### src/rxfbp_pkg.sv
// Constants and types for the receive fabric bus packer
package rxfbp_pkg;
   localparam int          BUS_W        = 64;      // Receive bus width
   localparam int          HALF_W       = 32;      // Bus half carrying one byte
   localparam int          HI_OFS       = 32;      // Start of high byte half
   localparam int          DATA_LSB     = 0;       // Data byte position
   localparam int          CTRL_POS     = 8;       // Control char flag
   localparam int          ALEN_POS     = 8;       // Alignment length flag
   localparam int          CERR_POS     = 9;       // Code error flag
   localparam int          SYNC_POS     = 10;      // Sync flag
   localparam int          DERR_POS     = 11;      // Disparity error flag
   localparam int          PDET_POS     = 12;      // Pattern detect flag
   localparam int          PIPE_LSB     = 13;      // PIPE status field
   localparam int          FIFO_DEPTH   = 8;       // Input buffer words
   localparam logic [11:0] CTRL_OFS     = 12'h000; // Control register
   localparam logic [11:0] STAT_OFS     = 12'h004; // Status register
   localparam int          MODE_BIT     = 0;       // Control: SONET mode
   localparam int          PIPE_BIT     = 1;       // Control: PIPE status on
   localparam logic [1:0]  CTRL_RST     = 2'h0;    // Control reset value
   localparam int          LVL_LSB      = 0;       // Status: buffer level
   localparam int          OVLD_BIT     = 8;       // Status: bus holds word
   // Word encoding mode
   typedef enum logic {MODE_8B10B, MODE_SONET} rxfbp_mode_t;
   // One received byte with its flags
   typedef struct packed {
      logic [7:0] data;
      logic       ctrl;
      logic       codeErr;
      logic       sync;
      logic       dispErr;
      logic       patDet;
      logic       align_pattern_length_flag;
      logic [1:0] pipeStatus;
   } rxfbp_byte_t;
   // Two bytes received in one cycle
   typedef struct packed {
      rxfbp_byte_t hi;
      rxfbp_byte_t lo;
   } rxfbp_word_t;
endpackage : rxfbp_pkg

### src/rxfbp_top.sv
// Input buffer and receive bus packer with APB control
`timescale 1ns/1ps

// Synchronous FIFO with registered flags
module rxfbp_fifo #(
   parameter int WIDTH = 32,
   parameter int DEPTH = 8
) (
   input  wire logic             clk,
   input  wire logic             rstn,
   input  wire logic [WIDTH-1:0] inData,
   input  wire logic             inValid,
   output logic                  inReady,
   output logic [WIDTH-1:0]      outData,
   output logic                  outValid,
   input  wire logic             outReady,
   output logic [7:0]            level
);
   localparam int AW = (DEPTH > 1) ? $clog2(DEPTH) : 1;
   localparam int CW = $clog2(DEPTH + 1);

   // Refuse depths the pointer logic cannot serve
   if (DEPTH < 2 || DEPTH > 255 || (DEPTH & (DEPTH - 1)) != 0) begin : g_chk
      $error("rxfbp_fifo: DEPTH must be a power of two from 2 to 128");
   end

   logic [WIDTH-1:0] mem [DEPTH];   // Storage
   logic [AW-1:0]    wrPtr_ff;      // Write pointer
   logic [AW-1:0]    rdPtr_ff;      // Read pointer
   logic [CW-1:0]    cnt_ff;        // Words held
   logic             notFull_ff;    // Room for a word
   logic             notEmpty_ff;   // A word is held
   logic [AW-1:0]    nxt_wrPtr;
   logic [AW-1:0]    nxt_rdPtr;
   logic [CW-1:0]    nxt_cnt;
   logic             push;
   logic             pop;

   // Next pointers and count
   always_comb begin
      push      = inValid & notFull_ff;
      pop       = outReady & notEmpty_ff;
      nxt_wrPtr = push ? AW'(wrPtr_ff + 1'b1) : wrPtr_ff;
      nxt_rdPtr = pop ? AW'(rdPtr_ff + 1'b1) : rdPtr_ff;
      nxt_cnt   = CW'(cnt_ff + CW'(push) - CW'(pop));
   end

   // Register pointers and flags
   always_ff @(posedge clk or negedge rstn) begin
      if (!rstn) begin
         wrPtr_ff    <= '0;
         rdPtr_ff    <= '0;
         cnt_ff      <= '0;
         notFull_ff  <= 1'b1;
         notEmpty_ff <= 1'b0;
      end else begin
         wrPtr_ff    <= nxt_wrPtr;
         rdPtr_ff    <= nxt_rdPtr;
         cnt_ff      <= nxt_cnt;
         notFull_ff  <= (nxt_cnt != CW'(DEPTH));
         notEmpty_ff <= (nxt_cnt != '0);
      end
   end

   // Storage write, no reset needed
   always_ff @(posedge clk) begin
      if (push) begin
         mem[wrPtr_ff] <= inData;
      end
   end

   assign inReady  = notFull_ff;
   assign outValid = notEmpty_ff;
   assign outData  = mem[rdPtr_ff];
   assign level    = 8'(cnt_ff);
endmodule : rxfbp_fifo

// Top: buffers received byte pairs and packs them onto the bus
module rxfbp_top #(
   parameter int DEPTH = rxfbp_pkg::FIFO_DEPTH
) (
   input  wire logic                   clk,
   input  wire logic                   rstn,
   input  wire logic                   psel,
   input  wire logic                   penable,
   input  wire logic                   pwrite,
   input  wire logic [11:0]            paddr,
   input  wire logic [31:0]            pwdata,
   output logic [31:0]                 prdata,
   output logic                        pready,
   output logic                        pslverr,
   input  wire rxfbp_pkg::rxfbp_word_t rxWord,
   input  wire logic                   rxValid,
   output logic                        rxReady,
   output logic [rxfbp_pkg::BUS_W-1:0] rxBus,
   output logic                        rxBusValid,
   input  wire logic                   rxBusReady
);
   logic [1:0]                  rstSync_ff;   // Reset release chain
   logic                        rstnS;        // Synchronised reset
   logic                        fifoReady;    // Buffer has room
   rxfbp_pkg::rxfbp_word_t      head;         // Oldest buffered word
   logic [31:0]                 headBits;     // Head as raw bits
   logic                        headValid;    // Head present
   logic [7:0]                  level;        // Buffer fill
   logic                        load;         // Move head onto bus
   logic [1:0]                  ctrl_ff;      // Mode and PIPE enable
   logic [1:0]                  nxt_ctrl;
   logic [rxfbp_pkg::BUS_W-1:0] bus_ff;       // Output bus word
   logic [rxfbp_pkg::BUS_W-1:0] nxt_bus;
   logic                        busValid_ff;  // Output word pending
   logic                        nxt_busValid;
   logic                        inRdy_ff;     // Registered room flag
   logic [31:0]                 prdata_ff;    // Read data
   logic [31:0]                 nxt_prdata;
   logic                        pready_ff;    // Access answer
   logic                        nxt_pready;
   logic                        pslverr_ff;   // Unmapped answer
   logic                        nxt_pslverr;
   rxfbp_pkg::rxfbp_mode_t      mode;         // Current mode
   logic                        pipeOn;       // PIPE status enabled

   // Release reset through two flops
   always_ff @(posedge clk or negedge rstn) begin
      if (!rstn) begin
         rstSync_ff <= 2'h0;
      end else begin
         rstSync_ff <= {rstSync_ff[0], 1'b1};
      end
   end
   assign rstnS = rstSync_ff[1];

   // Input buffer; its ready stalls the receive source
   rxfbp_fifo #(.WIDTH(32), .DEPTH(DEPTH)) u_fifo (
      .clk      (clk),
      .rstn     (rstnS),
      .inData   (rxWord),
      .inValid  (rxValid & inRdy_ff),
      .inReady  (fifoReady),
      .outData  (headBits),
      .outValid (headValid),
      .outReady (load),
      .level    (level)
   );
   assign head   = rxfbp_pkg::rxfbp_word_t'(headBits);
   assign mode   = rxfbp_pkg::rxfbp_mode_t'(ctrl_ff[rxfbp_pkg::MODE_BIT]);
   assign pipeOn = ctrl_ff[rxfbp_pkg::PIPE_BIT];

   // Pack one byte with its flags into one bus half
   function automatic logic [31:0] pack_half(input rxfbp_pkg::rxfbp_byte_t b,
                                             input rxfbp_pkg::rxfbp_mode_t m,
                                             input logic pipe);
      logic [31:0] r;
      r = '0;
      r[rxfbp_pkg::DATA_LSB +: 8] = b.data;
      r[rxfbp_pkg::SYNC_POS]      = b.sync;
      r[rxfbp_pkg::PDET_POS]      = b.patDet;
      if (m == rxfbp_pkg::MODE_8B10B) begin
         r[rxfbp_pkg::CTRL_POS] = b.ctrl;
         r[rxfbp_pkg::CERR_POS] = b.codeErr;
         r[rxfbp_pkg::DERR_POS] = b.dispErr;
         if (pipe) begin
            r[rxfbp_pkg::PIPE_LSB +: 2] = b.pipeStatus;
         end
      end else begin
         r[rxfbp_pkg::ALEN_POS] = b.align_pattern_length_flag;
      end
      return r;
   endfunction : pack_half

   // Next bus word: load when the bus is free or being taken
   always_comb begin
      load         = headValid & (~busValid_ff | rxBusReady);
      nxt_bus      = bus_ff;
      nxt_busValid = busValid_ff & ~rxBusReady;
      if (load) begin
         nxt_bus      = {pack_half(head.hi, mode, pipeOn),
                         pack_half(head.lo, mode, pipeOn)};
         nxt_busValid = 1'b1;
      end
   end

   // Register bus word and room flag
   always_ff @(posedge clk or negedge rstnS) begin
      if (!rstnS) begin
         bus_ff      <= '0;
         busValid_ff <= 1'b0;
         inRdy_ff    <= 1'b0;
      end else begin
         bus_ff      <= nxt_bus;
         busValid_ff <= nxt_busValid;
         inRdy_ff    <= fifoReady & ~(rxValid & inRdy_ff & (level == 8'(DEPTH - 1)) & ~load);
      end
   end

   // APB slave: one wait state, write lands on the pready edge
   always_comb begin
      nxt_ctrl    = ctrl_ff;
      nxt_prdata  = prdata_ff;
      nxt_pready  = 1'b0;
      nxt_pslverr = 1'b0;
      if (psel & penable & ~pready_ff) begin
         // Answer the access on the next cycle
         nxt_pready = 1'b1;
         unique case (paddr)
            rxfbp_pkg::CTRL_OFS: nxt_prdata = {30'h0, ctrl_ff};
            rxfbp_pkg::STAT_OFS: nxt_prdata = {23'h0, busValid_ff, level};
            default: begin
               nxt_prdata  = 32'h0;
               nxt_pslverr = 1'b1;
            end
         endcase
      end
      if (psel & penable & pready_ff & pwrite & (paddr == rxfbp_pkg::CTRL_OFS)) begin
         nxt_ctrl = pwdata[1:0];
      end
   end

   // Register APB state
   always_ff @(posedge clk or negedge rstnS) begin
      if (!rstnS) begin
         ctrl_ff    <= rxfbp_pkg::CTRL_RST;
         prdata_ff  <= 32'h0;
         pready_ff  <= 1'b0;
         pslverr_ff <= 1'b0;
      end else begin
         ctrl_ff    <= nxt_ctrl;
         prdata_ff  <= nxt_prdata;
         pready_ff  <= nxt_pready;
         pslverr_ff <= nxt_pslverr;
      end
   end

   assign prdata     = prdata_ff;
   assign pready     = pready_ff;
   assign pslverr    = pslverr_ff;
   assign rxReady    = inRdy_ff;
   assign rxBus      = bus_ff;
   assign rxBusValid = busValid_ff;
endmodule : rxfbp_top

### config.mk
export PLATFORM = sky130hd
export DESIGN_NAME = rxfbp_top
export DESIGN_NICKNAME = d
export VERILOG_FILES = /design/src/rxfbp_pkg.sv /design/src/rxfbp_top.sv
export SDC_FILE = /design/constraint.sdc
export NUM_CORES = 1
export LEC_CHECK = 0
export BUFFER_PORTS_ARGS = -buffer_cell sky130_fd_sc_hd__buf_2
export CAP_MARGIN = 15
export CORE_MARGIN = 3
export CORE_UTILIZATION = 60
export DETAILED_ROUTE_END_ITERATION = 12
export PLACE_DENSITY_LB_ADDON = 0.12
export SLEW_MARGIN = 20
export SYNTH_ARGS = -nofsm -noshare
export SYNTH_HDL_FRONTEND = slang
export SYNTH_SLANG_ARGS = --single-unit
export TNS_END_PERCENT = 20
### constraint.sdc
create_clock -name clk -period 3 [get_ports clk]
set_clock_uncertainty 0.05 [all_clocks]
set_input_delay 0.15 -clock clk [delete_from_list [all_inputs] [get_ports clk]]
set_output_delay 0.15 -clock clk [all_outputs]
set_load 0.03 [all_outputs]
== After elaboration in Yosys (flattened, before gate mapping) ==
Memories as Yosys holds them, arrays and structs flattened.
Cells that the tools add are included.
Word-level totals
  output and inout port bits: 100
  register bits: 82
  memories: 1
  word-level logic and storage cells: 60
  bits of input ports: 83
  bits in writable memories: 256
Memory list
  u_fifo.mem: depth 8, bits a word 32, read ports 1, clocked after Yosys merged registers in 0, write ports 1, RTL line rxfbp_top.sv:27  | logic [WIDTH-1:0] mem [DEPTH];
Cells by class
  add/sub/neg operators: 4
  reductions and logical operators: 3
  equal/unequal tests: 3
  bitwise logic cells: 19
  multiplexer cells: 17
Operators with widths (number)
  9-bit case mux with 2 select lines: 1
  1-bit bitwise AND: 13
  12-bit by 3-bit == test with 1-bit output (second input constant): 1
  12-bit zero test: 1
  1-bit 2-to-1 mux: 12
  2-bit 2-to-1 mux: 4
  3-bit by 1-bit adder with 3-bit output (second input constant): 2
  1-bit inverter: 5
  4-bit by 1-bit adder with 4-bit output: 1
  4-bit by 3-bit == test with 1-bit output (second input constant): 1
  4-bit != test (second input constant): 1
  4-bit nonzero test: 1
  4-bit by 1-bit subtractor with 4-bit output: 1
  2-bit OR reduction: 1
  1-bit bitwise OR: 1

== Longest topological paths before layout ==
Gate-level depths: netlist (run 1).
  depth after elaboration: 7
  depth in mapped cells: 11
  gate-level depth less buffers: 11

== Modules after synthesis ==
From an unflattened synthesis (run 1), not the netlist that was laid out.
Second synthesis, totals
  cells, all modules: 640
  area total of the unflattened synthesis: 12771.0 µm²
Modules (own cells, without submodules)
  rxfbp_fifo: instances 1, area each 10383.7 µm², seq. area each 7988.9 µm², cells an instance 433
  rxfbp_top: instances 1, area each 2387.3 µm², seq. area each 1176.1 µm², cells an instance 207

== Least setup slack after synthesis (run 1) ==
Ideal clock, no wire load.
  kind: register to register
  start: register inRdy_ff, in the netlist rxReady
  end: memory u_fifo.mem[0][0] (enable)
  slack: -0.769 ns
  library setup time: 0.461 ns
  clock period less this slack: 3.769 ns
  required time: 2.489 ns
  arrival time: 3.258 ns
  cell stages (with the launch flop): 5
  buffers on the path: 1
  cell sequence: dfrtp_1 > and3_1 > clkbuf_1 > nand2b_1 > nor3_1
On the way
  word-level cells in the longest chain between the ends: 4
RTL lines
  start, declared: RTL line rxfbp_top.sv:113  | logic inRdy_ff;
  start signal, assigned: RTL line rxfbp_top.sv:192  | inRdy_ff <= fifoReady & ~(rxValid & inRdy_ff & (level == 8'(DEPTH - 1)) & ~load);
  1-bit bitwise AND: RTL line rxfbp_top.sv:138  | .inValid (rxValid & inRdy_ff),
  1-bit bitwise AND: RTL line rxfbp_top.sv:41  | push = inValid & notFull_ff;
  net u_fifo.push: RTL line rxfbp_top.sv:36  | logic push;
  1-bit 2-to-1 mux: RTL line rxfbp_top.sv:67  | if (push) begin
  1-bit 2-to-1 mux (not written as such): RTL line rxfbp_top.sv:68  | mem[wrPtr_ff] <= inData;
  end, declared: RTL line rxfbp_top.sv:27
The timed path passes the listed nets, and every way through them passes these cells.

== Worst setup path in the final report (run 1) ==
  start: register u_fifo.notFull_ff, in the netlist u_fifo.inReady
  end: memory u_fifo.mem[0][16] (enable)
On the way
  word-level cells in the longest chain between the ends: 3
RTL lines
  start, declared: RTL line rxfbp_top.sv:31  | logic notFull_ff;
  start signal, assigned: RTL line rxfbp_top.sv:60  | notFull_ff <= (nxt_cnt != CW'(DEPTH));
  1-bit bitwise AND: RTL line rxfbp_top.sv:41
  1-bit 2-to-1 mux: RTL line rxfbp_top.sv:67
  1-bit 2-to-1 mux (not written as such): RTL line rxfbp_top.sv:68
No other way between the ends.

==> impl_metrics.py, run 1 <==
metrics = {
    "outcome": {
        "status": "finished, final reports clean",
    },
    "timing": {
        "post-route-period-util_pct": 80.5,
        "finalMaxSlewViolations": 0,
        "fin_ws_ns": 0.584,
        "finalSetupTns_ns": 0,
        "hold_viol_final": 0,
        "min_period_ns": 2.42,
        "tightest_slew_ns": 0.893,
        "rsz0062_at_grt": "no",
        "fmax_mhz": 414,
        "setup_viol": 0,
        "relSlewSlack_pct": 40.4,
    },
    "critical_path": {
        "cp_num_buf_inv": 1,
        "cp-startpoint": "u_fifo.inReady",
        "worstPathArrival_ns": 2.60,
        "crit_fanout": 19,
        "r2r_start": "u_fifo.inReady",
        "critical-path-slowest-cell": "dfstp_2",
        "cp-end-kind": "flip-flop",
        "critPathMaxStageDelay_ns": 0.54,
        "path_class": "flip-flop to flip-flop",
        "worstSetupStartpointType": "flip-flop",
        "crit_path_cell_trace": "and3_1, nand2b_1, nor3_4, buf_12",
        "critPathTopFamily": "simple AND/OR/NAND/NOR gates",
        "cp.required_ns": 3.19,
    },
    "synth": {
        "yosysSeqAreaShare_pct": 73.5,
        "synth_edf_count": 256,
        "ys.flop_type": "edfxtp_1",
        "synth_area_leaders": "edfxtp_1 62%, dfrtp_1 11%, mux4_2 11%",
        "yosysWarnings": 0,
        "syn_area_sq_mm": 0.0123,
        "synth_area_leader_cell": "edfxtp_1",
        "yosys-top-cells-count": "256 x edfxtp_1, 66 x buf_4, 60 x mux4_2, 54 x dfrtp_1, 48 x nand2_1",
        "synth_cells": 655,
        "async_flop_share_pct": 17.7,
        "ys_ff_latch": 311,
        "synthDistinctLibCells": 40,
        "yosysTopAreaCellShare_pct": 62.3,
        "yosysMostFrequentCell": "edfxtp_1",
        "syn_avg_cell_area_sq_um": 18.8,
    },
    "pwr": {
        "max-vdd-ir-drop_v": 0.000601,
        "p_leak_nw": 5.32,
        "power_density_mw_per_mm2": 920,
    },
    "placement": {
        "portBuffers": 91,
        "place_congestion": 0.800,
        "pre_cts_slack_ns": 0.595,
        "placed_area_sq_mm": 0.0130,
        "dpl.hpwl_um": 14300,
    },
    "floorplanning": {
        "dieHeight_um": 149,
        "num_rows": 51,
        "die_x_um": 149,
        "die_area_sq_mm": 0.0223,
        "core_sq_mm": 0.0198,
        "ios": 183,
        "initial_utilization_pct": 62.2,
    },
    "final_layout": {
        "area.growth.synth_to_final_pct": 16.7,
        "n_fill_cell": 1206,
        "final_util_pct": 72.5,
        "layout-drive-gt1-share_pct": 28.8,
        "nNetsFinal": 908,
        "antenna_cells": 0,
        "design_area_sq_mm": 0.0144,
    },
    "hold_path": {
        "hp-start": "paddr[1]",
        "min_path_type": "input pin to flip-flop",
    },
    "clocking": {
        "clk_latency_ns": 0.54,
        "cts.htree.levels": 1,
        "post-cts-setup-buffers": 0,
        "cts_tree": "yes",
        "ctsRootBufferMaster": "clkbuf_16",
        "clk_pin_slew_ns": 0.06,
        "clockBufferDepth": 3,
        "cts_buffers": 30,
        "cts_sinks": 311,
    },
    "global_route": {
        "grt-busiest-layer": "met2",
        "use_met1_pct": 30.5,
        "use_met3_pct": 3.28,
        "track_usage_pct": 21.7,
        "grt-ovfl-total": 0,
        "grt_pass1_wl_um": 36700,
        "met2_usage_pct": 37.0,
        "grt_max_degree": 54,
        "antenna_found_initial": 0,
        "grt_pass1_vias": 6474,
    },
    "drt": {
        "drt-total-wl_um": 23900,
        "dr.pass1.iters": 4,
        "vias": 6272,
        "drc": 0,
        "wl_per_cell_um": 21.6,
        "ant_nets": 0,
        "viasPerCell": 5.67,
        "drtIter0Drc": 424,
    },
    "job": {
        "drv_cap": 0,
    },
}
[layer usage]
| metal | vias up | wire, um |
|---|---|---|
| met5 | - | 0 |
| met4 | 0 | 397 |
| met3 | 35 | 1590 |
| met2 | 252 | 12000 |
| met1 | 3249 | 9940 |
| li1 | 2736 | - |
[report_power, final]
| part | internal, W | switching (W) |
|---|---|---|
| Sequential | 0.00546 | 0.000445 |
| Combinational | 0.00162 | 0.00210 |
| Clock | 0.00211 | 0.00149 |
| Total | 0.00919 | 0.00404 |
[final cells by class]
cell class	count	area [sq um]	share of cell area, %
Clock buffer	43	841	5.84
Clock inverter	13	115	0.800
Inverter	10	37.5	0.261
Multi-Input combinational cell	305	2890	20.0
Sequential cell	311	9070	63.0
Tap cell	265	332	2.30
Timing Repair Buffer	159	1110	7.70
[sequential cells by signal, indices dropped and copies added (netlist names)]
name / cells
pready: 1
u_fifo.cnt_ff: 4
u_fifo.rdPtr_ff: 3
rstSync_ff: 2
u_fifo.mem: 256
u_fifo.outValid: 1
prdata: 5
rxBusValid: 1
rxReady: 1
u_fifo.inReady: 1
u_fifo.wrPtr_ff: 3
rxBus: 30
ctrl_ff: 2
pslverr: 1
[cells by family after synthesis]
kind of cell    synth area share, %
buf+inv                        5.48
flops                          73.5
xor+xnor                      0.426
compound gates                 1.93
simple gates                   3.37
fa+ha+maj                     0.872
mux                            14.4
other cells                  0.0609
[layout by cell type, fill, tap and decap left out, types with 3 or more instances in the layout]
| cell type | instances |
|---|---|
| nand2b_1 | 6 |
| o21ai_0 | 23 |
| dlygate4sd3_1 | 42 |
| buf_2 | 91 |
| mux2_2 | 3 |
| edfxtp_1 | 256 |
| dfrtp_2 | 3 |
| nand4_1 | 4 |
| clkbuf_1 | 10 |
| xnor2_1 | 5 |
| dfrtp_1 | 50 |
| buf_12 | 3 |
| ha_1 | 7 |
| nor2_4 | 6 |
| inv_1 | 10 |
| nand3_1 | 3 |
| mux2i_1 | 39 |
| nand2_1 | 47 |
| clkinv_2 | 8 |
| buf_4 | 23 |
| o21ai_1 | 8 |
| conb_1 | 62 |
| o31ai_1 | 4 |
| nand3b_1 | 4 |
| clkbuf_16 | 31 |
| mux4_2 | 60 |
[repair_timing]
action                                 in CTS  in global routing
hold buffers                               42                  0
endpoints found under the hold margin     267                  0
resized for setup                           0                  0
[worst min-delay path, delay by kind of cell]
family	cells	cell delay (ns)
AOI/OAI and AO/OA	1	0.11
buffers and inverters	1	0.08
and+or+nand+nor	2	0.23
[path summary, 6_finish.rpt]
kind	endpoint	cells past startpoint	slack, ns
hold / removal	prdata[0]	4	0.03
max in group asynchronous	u_fifo.rdPtr_ff[0]	1	1.79
min in group asynchronous	rxBus[38]	0	0.35
hold reg to reg	rstSync_ff[1]	0	0.30
setup / recovery	u_fifo.mem[0][16]	4	0.58
setup reg to reg	u_fifo.mem[0][16]	4	0.58
[metrics by stage]
| step | std cells | power, W | hold slack, ns |
|---|---|---|---|
| 2_1_floorplan | 715 | 0.00871 | -0.196 |
| 3_3_place_gp | 1008 | 0.00960 | -0.114 |
| 3_5_place_dp | 1008 | 0.00972 | -0.113 |
| 4_1_cts | 1106 | 0.0134 | 0.0152 |
| 5_1_grt | 1106 | 0.0139 | 0.0542 |
| 6_report | 1106 | 0.0132 | 0.0268 |
Note: power is estimated with default switching activity, not from simulation.
==> run 2: changes to the inputs <==
--- a/config.mk
+++ b/config.mk
@@ -8,7 +8,7 @@
 export BUFFER_PORTS_ARGS = -buffer_cell sky130_fd_sc_hd__buf_2
 export CAP_MARGIN = 15
 export CORE_MARGIN = 3
-export CORE_UTILIZATION = 60
+export CORE_UTILIZATION = 51
 export DETAILED_ROUTE_END_ITERATION = 12
 export PLACE_DENSITY_LB_ADDON = 0.12
 export SLEW_MARGIN = 20
==> constraint.sdc (replaced) <==
create_clock -name clk -period 2.2 [get_ports clk]
set_clock_uncertainty 0.05 [all_clocks]
set_input_delay 0.11 -clock clk [delete_from_list [all_inputs] [get_ports clk]]
set_output_delay 0.11 -clock clk [all_outputs]
set_load 0.03 [all_outputs]
==> run 2 against run 1 <==
  * Clock power increased by 44%
  * Die area increased by 17%
  * Critical path depth increased by 7
  * Non-clock buffer count increased by 4
  * Wire length increased by 1.9%
  * Cell count increased by 5.5%
  * Highest routed layer unchanged
  * Clock-buffer cell count increased by 5
  * Combinational power increased by 46%
  * Critical endpoint is now u_fifo.outValid
  * Via count decreased by 2.8%
  * Largest cell class unchanged
  * Fmax increased by 16%
  * Largest power group unchanged
  * Core utilization decreased by 10 points
  * Sequential cell count unchanged
==> impl_metrics.py, run 2 (same netlist as run 1, synthesis figures left out) <==
metrics = {
    "critical_path": {
        "endpoint": "u_fifo.outValid",
        "r2r_cells": 11,
        "crit_path_cell_trace": "nand2b_4, nand2_2, inv_2, ha_1, inv_1, ha_2, inv_1, fa_1, inv_2, nor3_4, nand2b_1",
        "crit_fanout": 3,
        "critPathMaxStageDelay_ns": 0.49,
        "cp.required_ns": 2.52,
        "cp_num_buf_inv": 4,
        "cp-end-kind": "flip-flop",
        "r2r_slack_ns": 0.12,
        "worstPathArrival_ns": 2.40,
        "worstSetupStartpointType": "flip-flop",
        "critical-path-slowest-cell": "fa_1",
        "r2r_end": "u_fifo.outValid",
        "critPathTopFamily": "adder cells",
        "path_class": "flip-flop to flip-flop",
        "r2r_start": "rxBusValid",
        "cp-startpoint": "rxBusValid",
        "critical_path_depth": 11,
    },
    "global_route": {
        "grt_pass1_vias": 6555,
        "grt-ovfl-total": 0,
        "antenna_found_initial": 0,
        "track_usage_pct": 19.2,
        "grt_max_degree": 54,
        "grt_pass1_wl_um": 37900,
    },
    "timing": {
        "post-route-period-util_pct": 94.4,
        "finalMaxSlewViolations": 0,
        "rsz0062_at_grt": "no",
        "relSlewSlack_pct": 56.0,
        "fmax_mhz": 481,
        "hold_viol_final": 0,
        "min_period_ns": 2.08,
        "setup_viol": 0,
        "tightest_slew_ns": 0.659,
        "finalSetupTns_ns": 0,
    },
    "drt": {
        "ant_nets": 0,
        "drtIter0Drc": 440,
        "viasPerCell": 5.22,
        "vias": 6095,
        "dr.pass1.iters": 4,
        "drc": 0,
        "drt-total-wl_um": 24400,
        "wl_per_cell_um": 20.9,
    },
    "final_layout": {
        "layout_commonest_cell": "edfxtp_1",
        "largest_reg_flops": 256,
        "stdcell_count": 1167,
        "area.growth.synth_to_final_pct": 19.6,
        "nNetsFinal": 916,
        "layout-drive-gt1-share_pct": 29.7,
        "final_cell_mix": "256 x edfxtp_1, 91 x buf_2, 62 x conb_1, 60 x mux4_2, 48 x dfrtp_1",
        "antenna_cells": 0,
        "n_fill_cell": 1724,
        "regMostFlops": "u_fifo.mem",
        "design_area_sq_mm": 0.0147,
    },
    "pwr": {
        "p_total_w": 0.0186,
        "power_density_mw_per_mm2": 1260,
        "p_leak_nw": 5.42,
        "max-vdd-ir-drop_v": 0.000872,
    },
    "clocking": {
        "cts.htree.levels": 2,
        "clk_latency_ns": 0.50,
        "clockBufferDepth": 3,
        "clk_pin_slew_ns": 0.05,
        "ctsRootBufferMaster": "clkbuf_16",
        "cts_sinks": 311,
        "post-cts-setup-buffers": 0,
        "cts_tree": "yes",
        "cts_buffers": 34,
    },
    "placement": {
        "placed_area_sq_mm": 0.0133,
        "dpl.hpwl_um": 14200,
        "place_inst": 1066,
        "portBuffers": 91,
        "place_congestion": 0.757,
    },
    "floorplanning": {
        "initial_utilization_pct": 52.2,
        "die_area_sq_mm": 0.0261,
        "ios": 183,
        "dieHeight_um": 162,
        "core_sq_mm": 0.0236,
        "die_x_um": 162,
        "num_rows": 56,
    },
    "hold_path": {
        "min_path_type": "input pin to flip-flop",
    },
    "outcome": {
        "status": "finished, final reports clean",
    },
    "job": {
        "drv_cap": 0,
    },
}
## run 2: cell count changes in the layout (fill, tap and decap cells not counted), sizes merged
| cell | before | now |
|---|---|---|
| bufinv | 2 | 1 |
| clkbuf | 43 | 48 |
| buf | 117 | 121 |
| clkinv | 10 | 9 |
## run 2: worst register-to-register path, delay by kind of cell (launching register included)
kind	cells	cell delay (ns)
buffers and inverters	4	0.22
adder cells (fa/ha/maj)	3	0.87
AND/OR/NAND/NOR	4	0.39
flip-flops	1	0.43
## run 2: layer usage
layer,routed length (um),GRT usage (%)
met4,417,4.50
met1,10200,25.8
met2,12200,32.7
met5,0,0
met3,1510,4.00
## run 2: area by class of cell
type                            count  area (sq um)  area share, %
Sequential cell                   311          9080           61.5
Multi-Input combinational cell    305          2930           19.9
Timing Repair Buffer              163          1290           8.74
Clock buffer                       48           933           6.33
Tap cell                          319           399           2.71
Clock inverter                     11          85.1          0.577
Inverter                           10          37.5          0.254
## run 2: worst min-delay path by stage
stage / start / cells after the start / end
after floorplan: rstn / 0 / rstSync_ff[0]
after CTS: pwrite / 4 / ctrl_ff[1]
final: paddr[1] / 4 / prdata[0]
after global routing: pwrite / 4 / ctrl_ff[1]
after global placement: rstn / 1 / rstSync_ff[0]
after detailed placement: rstn / 1 / rstSync_ff[0]
## run 2: repair_timing
action | 4_1_cts | 5_1_grt
hold endpoints to repair | 267 | 0
setup endpoints to repair | 2 | 2
pin swaps | 0 | 2
resized for setup | 1 | 5
hold buffers | 42 | 0
## run 2: stage by stage
stage	util (%)	hold slack [ns]	worst slack [ns]
floorplan	-	-0.236	-0.188
global placement	56.3	-0.157	0.0500
detailed placement	56.3	-0.153	-0.0404
CTS	62.4	0.0277	0.0132
global route	62.5	0.0464	0.0242
finish	62.5	0.0321	0.123
## run 2: report_power, final
group | switching [W] | internal [W] | leakage, nW
Combinational | 0.00299 | 0.00243 | 1.94
Clock | 0.00212 | 0.00307 | 0.490
Sequential | 0.000552 | 0.00746 | 2.99
==> run 3: changes to the inputs <==
--- a/config.mk
+++ b/config.mk
@@ -8,7 +8,7 @@
 export BUFFER_PORTS_ARGS = -buffer_cell sky130_fd_sc_hd__buf_2
 export CAP_MARGIN = 15
 export CORE_MARGIN = 3
-export CORE_UTILIZATION = 51
+export CORE_UTILIZATION = 61
 export DETAILED_ROUTE_END_ITERATION = 12
 export PLACE_DENSITY_LB_ADDON = 0.12
 export SLEW_MARGIN = 20
==> constraint.sdc (replaced) <==
create_clock -name clk -period 2.51 [get_ports clk]
set_clock_uncertainty 0.05 [all_clocks]
set_input_delay 0.1255 -clock clk [delete_from_list [all_inputs] [get_ports clk]]
set_output_delay 0.1255 -clock clk [all_outputs]
set_load 0.03 [all_outputs]
==> run 3 against run 2 <==
  * Cell count is 4.4% lower
  * Wire length fell by 2.1%
  * Sequential share of layout area increased by 0.59 points
  * Critical path depth stayed put
  * Sequential cell count unchanged
  * Register-to-register slack improved by 0.12 ns
  * Cell area fell by 1.0%
  * Critical path type unchanged
==> impl_metrics.py, run 3 (same netlist as run 1, synthesis figures left out) <==
metrics = {
    "timing": {
        "finalMaxSlewViolations": 0,
        "rsz0062_at_grt": "no",
        "hold_viol_final": 0,
        "setup_viol": 0,
        "fmax_mhz": 441,
        "fin_ws_ns": 0.241,
        "post-route-period-util_pct": 90.4,
        "fin_hold_ws_ns": 0.0460,
        "tightest_slew_ns": 0.637,
        "relSlewSlack_pct": 57.6,
        "min_period_ns": 2.27,
    },
    "global_route": {
        "grt-ovfl-total": 0,
        "grt_max_degree": 54,
        "grt_pass1_wl_um": 37000,
        "grt_pass1_vias": 6441,
        "track_usage_pct": 22.1,
        "antenna_found_initial": 0,
    },
    "floorplanning": {
        "ios": 183,
        "core_sq_mm": 0.0197,
        "die_x_um": 148,
        "die_area_sq_mm": 0.0220,
        "dieHeight_um": 148,
        "initial_utilization_pct": 62.8,
        "num_rows": 51,
    },
    "placement": {
        "place_inst": 1014,
        "place_congestion": 0.748,
        "dpl.hpwl_um": 14300,
        "portBuffers": 91,
        "pre_cts_slack_ns": 0.260,
    },
    "pwr": {
        "p_int_w": 0.0113,
        "power_density_mw_per_mm2": 1110,
        "pwr-share-comb_pct": 28.1,
        "max-vdd-ir-drop_v": 0.000793,
        "clkPwrFrac_pct": 28.3,
        "seqPwrFrac_pct": 43.6,
        "swShare_pct": 30.1,
        "p_total_w": 0.0162,
        "p_leak_nw": 5.42,
        "power.switching_w": 0.00487,
    },
    "clocking": {
        "cts.htree.levels": 1,
        "cts_buffers": 30,
        "cts_hold_buffers": 46,
        "post-cts-setup-buffers": 0,
        "ctsResizeCount": 0,
        "ctsRootBufferMaster": "clkbuf_16",
        "clk_pin_slew_ns": 0.06,
        "cts_sinks": 311,
        "cts_tree": "yes",
        "clockBufferDepth": 3,
        "clk_latency_ns": 0.54,
    },
    "final_layout": {
        "multi_input_area_sq_mm": 0.00289,
        "antenna_cells": 0,
        "seqCellArea_sq_mm": 0.00907,
        "regMostFlops": "u_fifo.mem",
        "largest_reg_flops": 256,
        "final_cell_mix": "256 x edfxtp_1, 91 x buf_2, 62 x conb_1, 60 x mux4_2, 50 x dfrtp_1",
        "stdcell_count": 1116,
        "n_fill_cell": 1157,
        "area.growth.synth_to_final_pct": 18.4,
        "layout_commonest_cell": "edfxtp_1",
        "nNetsFinal": 918,
        "layout-drive-gt1-share_pct": 30.1,
    },
    "critical_path": {
        "worstSetupStartpointType": "flip-flop",
        "worstPathArrival_ns": 2.64,
        "cp-startpoint": "rxBusValid",
        "r2r_start": "rxBusValid",
        "r2r_slack_ns": 0.24,
        "crit_path_cell_trace": "nand2b_1, nand2_2, inv_1, ha_1, inv_1, ha_1, inv_1, fa_1, inv_1, nor3_1, nand2b_1",
        "timing.critical_path.mode_cell": "inv_1",
        "endpoint": "u_fifo.outValid",
        "r2r_end": "u_fifo.outValid",
        "critical-path-slowest-cell": "fa_1",
        "r2r_cells": 11,
        "cp-end-kind": "flip-flop",
        "path_class": "flip-flop to flip-flop",
        "crit_fanout": 3,
        "critPathMaxStageDelay_ns": 0.52,
        "cp.required_ns": 2.88,
    },
    "drt": {
        "viasPerCell": 5.58,
        "drc": 0,
        "dr.pass1.iters": 4,
        "vias": 6231,
        "wl_per_cell_um": 21.4,
        "drt-total-wl_um": 23800,
        "ant_nets": 0,
        "drtIter0Drc": 375,
    },
    "outcome": {
        "status": "finished, final reports clean",
    },
    "job": {
        "drv_cap": 0,
    },
    "hold_path": {
        "min_path_type": "input pin to flip-flop",
    },
}
[run 3: cell types whose count changed in the layout (fill, tap and decap cells not counted), moves of 7 or more]
cell      previous run  this run
clkbuf_1            11         4
clkinv_1             7         0
buf_12              15         6
clkinv_2             1         9
buf_4               15        26
[run 3: stage by stage]
step                      setup TNS [ns]  utilization [%]  area [sq um]
after floorplan                   -94.28                -         12600
after global placement                 0             66.7         13100
after detailed placement               0             66.7         13100
after CTS                              0             74.3         14600
after global routing                   0             74.3         14600
final                                  0             74.3         14600
[run 3: worst min-delay path by stage]
stage / startpoint / to / slack (ns) / cells past startpoint
after floorplan: rstn / rstSync_ff[0] / -0.22 / 0
after global placement: rstn / rstSync_ff[0] / -0.14 / 1
after detailed placement: rstn / rstSync_ff[0] / -0.14 / 1
after CTS: paddr[1] / pslverr / 0.03 / 4
after global routing: paddr[11] / pslverr / 0.05 / 4
final: paddr[11] / pslverr / 0.05 / 4
[run 3: cell type report]
| cell class | instances | share of cell area (%) |
|---|---|---|
| clock inverter | 14 | 1.03 |
| tap | 265 | 2.27 |
| timing repair buffer | 169 | 8.43 |
| clock buffer | 42 | 6.08 |
| multi-input combinational | 305 | 19.8 |
| inverter | 10 | 0.257 |
| sequential | 311 | 62.1 |
[run 3: power groups by stage]
stage	clock network (W)	logic [W]	registers (W)
floorplan	0	0.00309	0.00732
global placement	0	0.00445	0.00711
detailed placement	0	0.00452	0.00717
CTS	0.00465	0.00460	0.00707
global route	0.00483	0.00490	0.00716
finish	0.00457	0.00454	0.00706
[run 3: per-layer routing]
metal  vias to the layer above  share of wire (%)  track usage, %
met5                         -                  0               0
met4                         0                2.1            4.71
met1                      3222                 41            29.9
met2                       218                 52            38.9
li1                       2747                  -               -
met3                        44                5.3            3.50
[run 3: critical path: cells and delay by family, from the launching register on]
family | cells | cell delay (ns)
adder cells (fa/ha/maj) | 3 | 0.89
AND/OR/NAND/NOR | 4 | 0.56
flip-flops | 1 | 0.39
buffers and inverters | 4 | 0.25
